`config.mk`:
```
export PLATFORM = sky130hd
export DESIGN_NAME = lc_codec
export DESIGN_NICKNAME = d
export VERILOG_FILES = /design/src/lc_pkg.sv /design/src/lc_codec.sv
export SDC_FILE = /design/constraint.sdc
export NUM_CORES = 1
export LEC_CHECK = 0
export BUFFER_PORTS_ARGS = -buffer_cell sky130_fd_sc_hd__buf_2
export CAP_MARGIN = 5
export CORE_MARGIN = 2
export CORE_UTILIZATION = 45
export CTS_CLUSTER_DIAMETER = 80
export DETAILED_ROUTE_END_ITERATION = 16
export HOLD_SLACK_MARGIN = 0.06
export MAX_ROUTING_LAYER = met4
export PLACE_DENSITY = 0.65
export SYNTH_ARGS = -nofsm -noshare
export SYNTH_HDL_FRONTEND = slang
export SYNTH_SLANG_ARGS = --single-unit
```
`constraint.sdc`:
```
create_clock -name clk -period 8.93 [get_ports clk]
set_input_delay 0 -clock clk [delete_from_list [all_inputs] [get_ports clk]]
set_output_delay 0 -clock clk [all_outputs]
set_load 0.01 [all_outputs]
```
`src/lc_pkg.sv`:
```
/*
  shared constants and carrier types of the table-driven 8b/10b line codec.
  assumes a single core clock; the package holds no logic.
*/
package lc_pkg;
  localparam int unsigned DATA_W      = 8;
  localparam int unsigned LOW_W       = 5;
  localparam int unsigned HIGH_W      = 3;
  localparam int unsigned GRP6_W      = 6;
  localparam int unsigned GRP4_W      = 4;
  localparam int unsigned SYM_W       = 10;
  localparam int unsigned FIFO_DEPTH  = 8;

  // decode table entries are bytes; this value is never a data group
  localparam logic [7:0]  INVALID_CODE_MARKER = 8'hff;
  // running disparity after reset: 0 means negative
  localparam logic        RD_RESET    = 1'b0;
  localparam logic [7:0]  DATA_RESET  = 8'h00;
  localparam logic [9:0]  SYM_RESET   = 10'h000;

  // special balanced groups that, unlike other balanced groups, swap to their plain complement on the negative side
  localparam logic [5:0]  G6_BAL_POS  = 6'h07;
  localparam logic [5:0]  G6_BAL_NEG  = 6'h38;
  localparam logic [3:0]  G4_BAL_POS  = 4'h3;
  localparam logic [3:0]  G4_BAL_NEG  = 4'hc;

  // line symbol; the serializer sends bit 0 first
  typedef struct packed {
    logic [3:0] grp4;
    logic [5:0] grp6;
  } lc_sym_t;

  typedef struct packed {
    logic [7:0] data;
    logic       err;
  } lc_rx_t;
endpackage

```
`src/lc_codec.sv`:
```
/*
  8b/10b codec: byte fifo, table encoder with running disparity, table decoder.
  assumes producer, serializer and deserializer logic on the same clock.
*/
`timescale 1ns/1ns

module lc_fifo #(
  parameter int unsigned WIDTH = 8,
  parameter int unsigned DEPTH = 8
) (
  input  wire logic             clk,
  input  wire logic             rst_b,
  input  wire logic [WIDTH-1:0] in_data,
  input  wire logic             in_valid,
  output logic                  in_ready,
  output logic      [WIDTH-1:0] out_data,
  output logic                  out_valid,
  input  wire logic             out_ready
);
  localparam int unsigned AW = $clog2(DEPTH);

  logic [WIDTH-1:0] mem_q [DEPTH];
  logic [AW:0]      wr_q;
  logic [AW:0]      rd_q;
  wire              push = in_valid && in_ready;
  wire              pop  = out_valid && out_ready;

  assign in_ready  = !((wr_q[AW] != rd_q[AW]) && (wr_q[AW-1:0] == rd_q[AW-1:0]));
  assign out_valid = (wr_q != rd_q);
  assign out_data  = mem_q[rd_q[AW-1:0]];

  always_ff @(posedge clk) begin
    if (!rst_b) begin
      wr_q <= '0;
      rd_q <= '0;
    end else begin
      if (push) begin
        wr_q <= wr_q + 1'b1;
      end
      if (pop) begin
        rd_q <= rd_q + 1'b1;
      end
    end
  end

  // storage needs no reset; empty flag guards stale words
  always_ff @(posedge clk) begin
    if (push) begin
      mem_q[wr_q[AW-1:0]] <= in_data;
    end
  end
endmodule

module lc_codec (
  input  wire logic           clk,
  input  wire logic           rst_b,
  input  wire logic [7:0]     tx_data,
  input  wire logic           tx_valid,
  output logic                tx_ready,
  output lc_pkg::lc_sym_t     sym_out,
  output logic                sym_out_valid,
  input  wire logic           sym_out_ready,
  input  wire lc_pkg::lc_sym_t sym_in,
  input  wire logic           sym_in_valid,
  output logic [7:0]          rx_data,
  output logic                rx_valid,
  output logic                rx_err
);
  // 5b/6b encode table, positive-disparity column
  function automatic logic [5:0] enc6(input logic [4:0] d);
    logic [5:0] c;
    case (d)
      5'h00: c = 6'h18;
      5'h01: c = 6'h22;
      5'h02: c = 6'h12;
      5'h03: c = 6'h31;
      5'h04: c = 6'h0a;
      5'h05: c = 6'h29;
      5'h06: c = 6'h19;
      5'h07: c = 6'h07;
      5'h08: c = 6'h06;
      5'h09: c = 6'h25;
      5'h0a: c = 6'h15;
      5'h0b: c = 6'h34;
      5'h0c: c = 6'h0d;
      5'h0d: c = 6'h2c;
      5'h0e: c = 6'h1c;
      5'h0f: c = 6'h28;
      5'h10: c = 6'h24;
      5'h11: c = 6'h23;
      5'h12: c = 6'h13;
      5'h13: c = 6'h32;
      5'h14: c = 6'h0b;
      5'h15: c = 6'h2a;
      5'h16: c = 6'h1a;
      5'h17: c = 6'h05;
      5'h18: c = 6'h0c;
      5'h19: c = 6'h26;
      5'h1a: c = 6'h16;
      5'h1b: c = 6'h09;
      5'h1c: c = 6'h0e;
      5'h1d: c = 6'h11;
      5'h1e: c = 6'h21;
      5'h1f: c = 6'h14;
      default: c = 6'h18;
    endcase
    return c;
  endfunction

  // 3b/4b encode table, positive-disparity column
  function automatic logic [3:0] enc4(input logic [2:0] d);
    logic [3:0] c;
    case (d)
      3'h0: c = 4'h4;
      3'h1: c = 4'h9;
      3'h2: c = 4'h5;
      3'h3: c = 4'h3;
      3'h4: c = 4'h2;
      3'h5: c = 4'ha;
      3'h6: c = 4'h6;
      3'h7: c = 4'h1;
      default: c = 4'h4;
    endcase
    return c;
  endfunction

  function automatic logic [2:0] ones6(input logic [5:0] c);
    logic [2:0] n;
    n = 3'h0;
    for (int i = 0; i < 6; i++) begin
      n = n + {2'h0, c[i]};
    end
    return n;
  endfunction

  // choose group form for the current disparity; negative side flips unbalanced groups
  function automatic logic [5:0] pick6(input logic [5:0] c, input logic rd_pos);
    logic [5:0] r;
    r = c;
    if (!rd_pos) begin
      if (c == lc_pkg::G6_BAL_POS) begin
        r = lc_pkg::G6_BAL_NEG;
      end else if (ones6(c) != 3'h3) begin
        r = ~c;
      end
    end
    return r;
  endfunction

  function automatic logic [3:0] pick4(input logic [3:0] c, input logic rd_pos);
    logic [3:0] r;
    r = c;
    if (!rd_pos) begin
      if (c == lc_pkg::G4_BAL_POS) begin
        r = lc_pkg::G4_BAL_NEG;
      end else if (ones6({2'h0, c}) != 3'h2) begin
        r = ~c;
      end
    end
    return r;
  endfunction

  // reverse lookup: any legal form of any entry, otherwise the marker
  function automatic logic [7:0] dec6(input logic [5:0] c);
    logic [7:0] r;
    r = lc_pkg::INVALID_CODE_MARKER;
    for (int i = 0; i < 32; i++) begin
      if (c == enc6(5'(i)) || c == pick6(enc6(5'(i)), 1'b0)) begin
        r = 8'(i);
      end
    end
    return r;
  endfunction

  function automatic logic [7:0] dec4(input logic [3:0] c);
    logic [7:0] r;
    r = lc_pkg::INVALID_CODE_MARKER;
    for (int i = 0; i < 8; i++) begin
      if (c == enc4(3'(i)) || c == pick4(enc4(3'(i)), 1'b0)) begin
        r = 8'(i);
      end
    end
    return r;
  endfunction

  // transmit path
  logic [7:0]      fifo_data;
  logic            fifo_valid;
  logic            fifo_ready;
  lc_pkg::lc_sym_t sym_q;
  logic            sym_valid_q;
  logic            rd_pos_q;

  lc_fifo #(
    .WIDTH (lc_pkg::DATA_W),
    .DEPTH (lc_pkg::FIFO_DEPTH)
  ) u_fifo (
    .clk       (clk),
    .rst_b     (rst_b),
    .in_data   (tx_data),
    .in_valid  (tx_valid),
    .in_ready  (tx_ready),
    .out_data  (fifo_data),
    .out_valid (fifo_valid),
    .out_ready (fifo_ready)
  );

  wire [5:0] raw6   = enc6(fifo_data[4:0]);
  wire [3:0] raw4   = enc4(fifo_data[7:5]);
  wire [5:0] out6   = pick6(raw6, rd_pos_q);
  wire       rd_mid = rd_pos_q ^ (ones6(out6) != 3'h3);
  wire [3:0] out4   = pick4(raw4, rd_mid);
  wire       rd_end = rd_mid ^ (ones6({2'h0, out4}) != 3'h2);

  // a held symbol blocks the next byte, so back-pressure reaches the fifo
  assign fifo_ready = !sym_valid_q || sym_out_ready;
  wire   load       = fifo_valid && fifo_ready;

  always_ff @(posedge clk) begin
    if (!rst_b) begin
      sym_q       <= lc_pkg::SYM_RESET;
      sym_valid_q <= 1'b0;
      rd_pos_q    <= lc_pkg::RD_RESET;
    end else begin
      if (load) begin
        sym_q       <= '{grp4: out4, grp6: out6};
        sym_valid_q <= 1'b1;
        rd_pos_q    <= rd_end;
      end else if (sym_out_ready) begin
        sym_valid_q <= 1'b0;
      end
    end
  end

  assign sym_out       = sym_q;
  assign sym_out_valid = sym_valid_q;

  // receive path
  wire [7:0] d5     = dec6(sym_in.grp6);
  wire [7:0] d3     = dec4(sym_in.grp4);
  wire       bad    = (d5 == lc_pkg::INVALID_CODE_MARKER)
                   || (d3 == lc_pkg::INVALID_CODE_MARKER);
  wire [7:0] joined = (d3 << 5) + d5;

  lc_pkg::lc_rx_t rx_q;
  logic           rx_valid_q;

  always_ff @(posedge clk) begin
    if (!rst_b) begin
      rx_q       <= '{data: lc_pkg::DATA_RESET, err: 1'b0};
      rx_valid_q <= 1'b0;
    end else begin
      rx_valid_q <= sym_in_valid && !bad;
      rx_q.err   <= sym_in_valid && bad;
      if (sym_in_valid && !bad) begin
        rx_q.data <= joined;
      end
    end
  end

  assign rx_data  = rx_q.data;
  assign rx_valid = rx_valid_q;
  assign rx_err   = rx_q.err;
endmodule

```
Yosys cells after proc, flatten, opt, wreduce, memory -nomap -nowiden
Memory sizes are Yosys's and may differ from the RTL's. A register that Yosys moved wholly into a read port is not among the register bits.
Cells that the tools add are included.
W data, S select, Z words.
{"block": "word_totals", "register_bits": 30, "latchBits": 0, "ramBits": 64, "mem_bits_ro": 224, "out_inout_bits": 22, "word_cells": 185, "mem_count": 3}
{"block": "classes", "n_addsub": 19, "mul": 0, "n_div": 0, "magnitude_cmp": 0, "eq_ne": 69, "n_shift": 0, "n_mux": 52, "bitwise": 4, "reduce_logical": 29}
{"name": "(name not given)", "words": 32, "width": 6, "read_ports": 1, "rd_ports_with_merged_regs": 0, "wr": 0, "line": "lc_codec.sv:72", "source": "case (d)"}
{"name": "u_fifo.mem_q", "words": 8, "width": 8, "read_ports": 1, "rd_ports_with_merged_regs": 1, "wr": 1, "line": "lc_codec.sv:22", "source": "logic [WIDTH-1:0] mem_q [DEPTH];"}
{"name": "(name not given)", "words": 8, "width": 4, "read_ports": 1, "rd_ports_with_merged_regs": 0, "wr": 0, "line": "lc_codec.sv:113", "source": "case (d)"}
{"op": "$mux W8", "n": 40}
{"op": "$eq A6 B6 Y1 const B", "n": 23}
{"op": "$eq A6 B5 Y1 const B", "n": 14}
{"op": "$eq A6 B4 Y1 const B", "n": 6}
{"op": "$add A3 B1 Y3", "n": 8}
{"op": "$eq A4 B4 Y1 const B", "n": 6}
{"op": "$eq A6 B3 Y1 const B", "n": 4}
{"op": "$logic_or A1 B1 Y1", "n": 20}
{"op": "$mux W6", "n": 3}
{"op": "$eq A8 B8 Y1 const B", "n": 2}
{"op": "$add A2 B1 Y3", "n": 4}
{"op": "$eq A4 B2 Y1 const B", "n": 3}
{"op": "$eq A4 B3 Y1 const B", "n": 3}
{"op": "$mux W4", "n": 3}
{"op": "$ne A3 B2 Y1 const B", "n": 4}
{"op": "$add A1 B1 Y2", "n": 4}
{"op": "$add A4 B1 Y4 const B", "n": 2}
{"op": "$add A8 B8 Y8", "n": 1}
{"op": "$mux W3", "n": 2}
{"op": "$not A6 Y6", "n": 1}
{"op": "$logic_and A1 B1 Y1", "n": 5}
{"op": "$eq A4 B1 Y1 const B", "n": 1}
{"op": "$mux W1", "n": 4}
{"op": "$ne A4 B4 Y1", "n": 1}
{"op": "other kinds (6)", "n": 9}

Depth between registers and ports, before layout
{"block": "depth", "depth_word": 38, "ltp_mapped": 38, "ltp_nobuf": 37}

Cells and area by module
A second synthesis with hierarchy kept.
{"block": "hier_totals", "hier_cells": 484, "area_unflattened_um2": 5650.4}
{"mod": "lc_fifo", "instances": 1, "cells_per_inst": 178, "area_each_um2": 3244.4, "seq_area_each_um2": 2142.1}
{"mod": "lc_codec", "instances": 1, "cells_per_inst": 306, "area_each_um2": 2406.1, "seq_area_each_um2": 440.4}

Least setup slack after synthesis
Ideal clock, no wire load.
{"block": "synth_timing", "path_kind": "register to register", "start": "register (tool-made name)", "end": "register rd_pos_q", "t_arrival_ps": 8635, "t_required_ps": 8815, "slack_ps": 180, "path_stages_with_launch": 35, "n_path_buf": 1, "cell_sequence": "dfxtp_1 buf_2 mux4_2 mux2i_1 ha_1 inv_1 maj3_1 nor3_1 a221o_1 fa_1 fa_1 ha_1 inv_1 fa_1 inv_1 a31oi_1 xnor2_1 nand2_1 fa_1 inv_1 fa_1 ha_1 inv_1 fa_1 nand3b_1 xnor2_1 maj3_1 ha_1 ha_1 ha_1 nand2_1 xor2_1 nand2_1 xnor2_1 and2_1"}
{"element": "end signal, assigned", "line": "lc_codec.sv:223", "source": "rd_pos_q <= lc_pkg::RD_RESET;"}
{"element": "end signal, assigned", "line": "lc_codec.sv:228", "source": "rd_pos_q <= rd_end;"}
{"element": "end, declared", "line": "lc_codec.sv:192", "source": "logic rd_pos_q;"}

==> flow_summary.toml <==
[floorplanning]
core_mm2 = 0.01191
dieArea_mm2 = 0.01296
rows = 40
die_h_um = 113.9
start_util_pct = 45.59
die_w_um = 113.9
ioPinCount = 45

[sta]
setup_violations = 0
finClkSkew_ns = 0.009809
post-route-period-util_pct = 93.21
max_freq_mhz = 120.1
finalMaxSlewViolations = 0
hold_viol = 0
tightest_slew_ns = 1.027
fin_crit_ns = 8.323
slew_headroom_pct = 31.31

[synthesis]
ys.warnings.count = 0
syn-cell-area_mm2 = 0.005430
synth_nets = 520
ys_async_sr_fraction_pct = 0
synth_edf_count = 64
syn-instance-count = 475
synth_cell_type_count = 70
netlist.area_leader.share_pct = 35.39
synth_area_leaders = "edfxtp_1 35%, dfxtp_1 12%, mux4_1 4.8%, ha_1 3.5%, xnor2_1 3.2%"
ys_dominant_reg_cell = "edfxtp_1"
yosysSeqAreaShare_pct = 47.56
ys_seq_elements = 97
yosys.area.top_type = "edfxtp_1"
avgSynthCellArea_um2 = 11.43

[clock_network]
htreeDepth = 3
clk_pin_slew_ns = 0.07
clock_path_buffers = 2
root_buffer = "clkbuf_16"
clock_latency_ns = 0.35
cts_made_buffers = 9
clock_sinks = 97
cts_tree = "done"

[critical_path]
ff2ff_path_depth = 34
cp.required_ns = 9.17
cp-start-kind = "flop"
cp.arrival_ns = 8.57
r2r_end = "rd_pos_q"
cp_max_fo = 9
crit_slowest_cell = "fa_1"
worstSetupPathType = "flop to flop"
crit_path_end_kind = "flop"
critical-path-max-stage-delay_ns = 0.54
ff2ff_setup_slack_ns = 0.61

[route]
drt_pass1_iterations = 4
vias_per_cell = 5.521
wl_per_cell_um = 15.63
drc_errors = 0
dr_total_vias = 3743
dr.first_iter.drc_count = 257
final_antenna_net_count = 0
drt_wl_total_mm = 10.60

[global_routing]
grt_start_max_net_pins = 34
grt_usage_pct = 17.85
grt_pass1_wl_mm = 17.68
grt-ovfl-total = 0
antenna_found_initial = 0
grt_pass1_vias = 3674

[run_status]
status = "finished, final reports clean"

[place]
place.gp.congestion = 0.8384
place_area_mm2 = 0.005799
hpwl_mm = 7.480
numPortBuffers = 44

[min_path]
hold_class = "input port to flop"
holdPathEnd = "sym_out_valid"
worst_hold_startpoint = "sym_out_ready"
hold_depth = 3

[final_layout]
layout.nets = 571
finalInstanceArea_mm2 = 0.006220
drive_above_1_share_pct = 18.83
area_growth_pct = 14.54
antennaDiodeCount = 0

[flow_run]
drv_cap = 0
[synth_stat cells, drive strengths merged, types with 4 or more instances]
cell type  number
a21boi          6
a21oi          23
a31oi          10
and2           14
buf            10
clkbuf         18
dfxtp          33
edfxtp         64
fa              7
ha             15
inv            22
maj3            5
mux2            4
mux2i          16
mux4           16
nand2          45
nand2b          7
nand3           9
nor2           32
nor2b           8
nor3            8
o21ai          15
xnor2          20
xor2            9
[layout by cell type, fill, tap and decap left out, types with 3 or more instances in the layout]
cell type,n
xor2_1,9
nor3_1,7
mux4_1,10
buf_4,14
a21boi_0,6
nand4_1,3
nand2b_1,7
nor3b_1,3
mux2_2,3
o21ai_0,15
fa_1,7
ha_1,15
nand2_1,45
a31oi_1,9
mux4_2,6
buf_2,44
a21oi_1,23
xnor2_1,19
nand3_1,8
o2bb2ai_1,3
o2111ai_1,3
dfxtp_1,31
o22ai_1,3
edfxtp_1,64
maj3_1,5
nor2_1,32
dlygate4sd3_1,10
clkbuf_16,9
nor2b_1,7
and2_1,14
a211oi_1,3
mux2i_1,15
inv_1,22
[layout make-up]
cell class / count / area [um^2]
fill: 1050 / 5692
multi-input combinational: 328 / 2655
sequential: 97 / 2587
timing repair buffer: 68 / 425.4
clock buffer: 9 / 225.2
tap: 147 / 183.9
inverter: 22 / 82.58
clock inverter: 7 / 60.06
[worst max path at each step]
stage | start | end | slack (ns) | cells after the start
6_report | flop | rd_pos_q | 0.61 | 34
5_1_grt | flop | rd_pos_q | -0.009 | 37
4_1_cts | flop | rd_pos_q | 0.18 | 34
3_5_place_dp | flop | rd_pos_q | 0.20 | 34
3_3_place_gp | flop | rd_pos_q | 0.37 | 31
2_1_floorplan | flop | rd_pos_q | 0.18 | 34
[per-layer routing]
layer | up-vias | wire length (um) | track usage (%) | share of wire, %
li1 | 1868 | - | - | -
met1 | 1794 | 4996 | 22.30 | 47
met2 | 71 | 5184 | 29.30 | 49
met3 | 10 | 267 | 2.976 | 2.5
met4 | 0 | 148 | 6.911 | 1.4
met5 | - | 0 | - | 0
[flip-flops by register name (all words and copies together), names as in the netlist, 4 cells and up, named ones only]
name / cells
u_fifo.mem_q: 64
u_fifo.rd_q: 4
sym_out: 10
u_fifo.wr_q: 4
rx_data: 8
[worst max-delay path: cells and delay by family, from the launching register on]
family	cells	cell delay, ns
DFF	1	0.38
AOI/OAI and AO/OA	2	0.43
xor gates and xnor gates	4	0.67
buffers and inverters	6	0.53
and+or+nand+nor	6	0.79
adders and majority gates	14	4.89
muxes	2	0.51
[repair_timing]
action	in CTS	in global routing
gates resized for setup	0	6
setup endpoints to repair	0	1
hold buffers	10	0
setup buffers	0	1
endpoints found under the hold margin	71	0
[logic make-up after synthesis]
logic type,synth area share (%)
AOI/OAI and AO/OA,12.14
xor gates and xnor gates,4.678
adders and majority gates,6.958
buffers and inverters,4.055
DFF,47.56
muxes,11.41
and+or+nand+nor,13.20
[through the flow]
step                      hold WS (ns)  std cells  util, %  setup slack [ns]  setup TNS, ns
final                          0.07408        678    52.22            0.6067              0
after global routing           0.07039        678    52.22         -0.008877      -0.008877
after CTS                      0.06492        677    51.92            0.1824              0
after detailed placement        0.2669        651    48.69            0.1992              0
after global placement          0.2579        651    48.69            0.3668              0
after floorplan                0.09887        475        -            0.1802              0
Power is left out: the tool's default activity adds up to more than one toggle a clock period on the data nets, which glitch-free logic cannot reach.
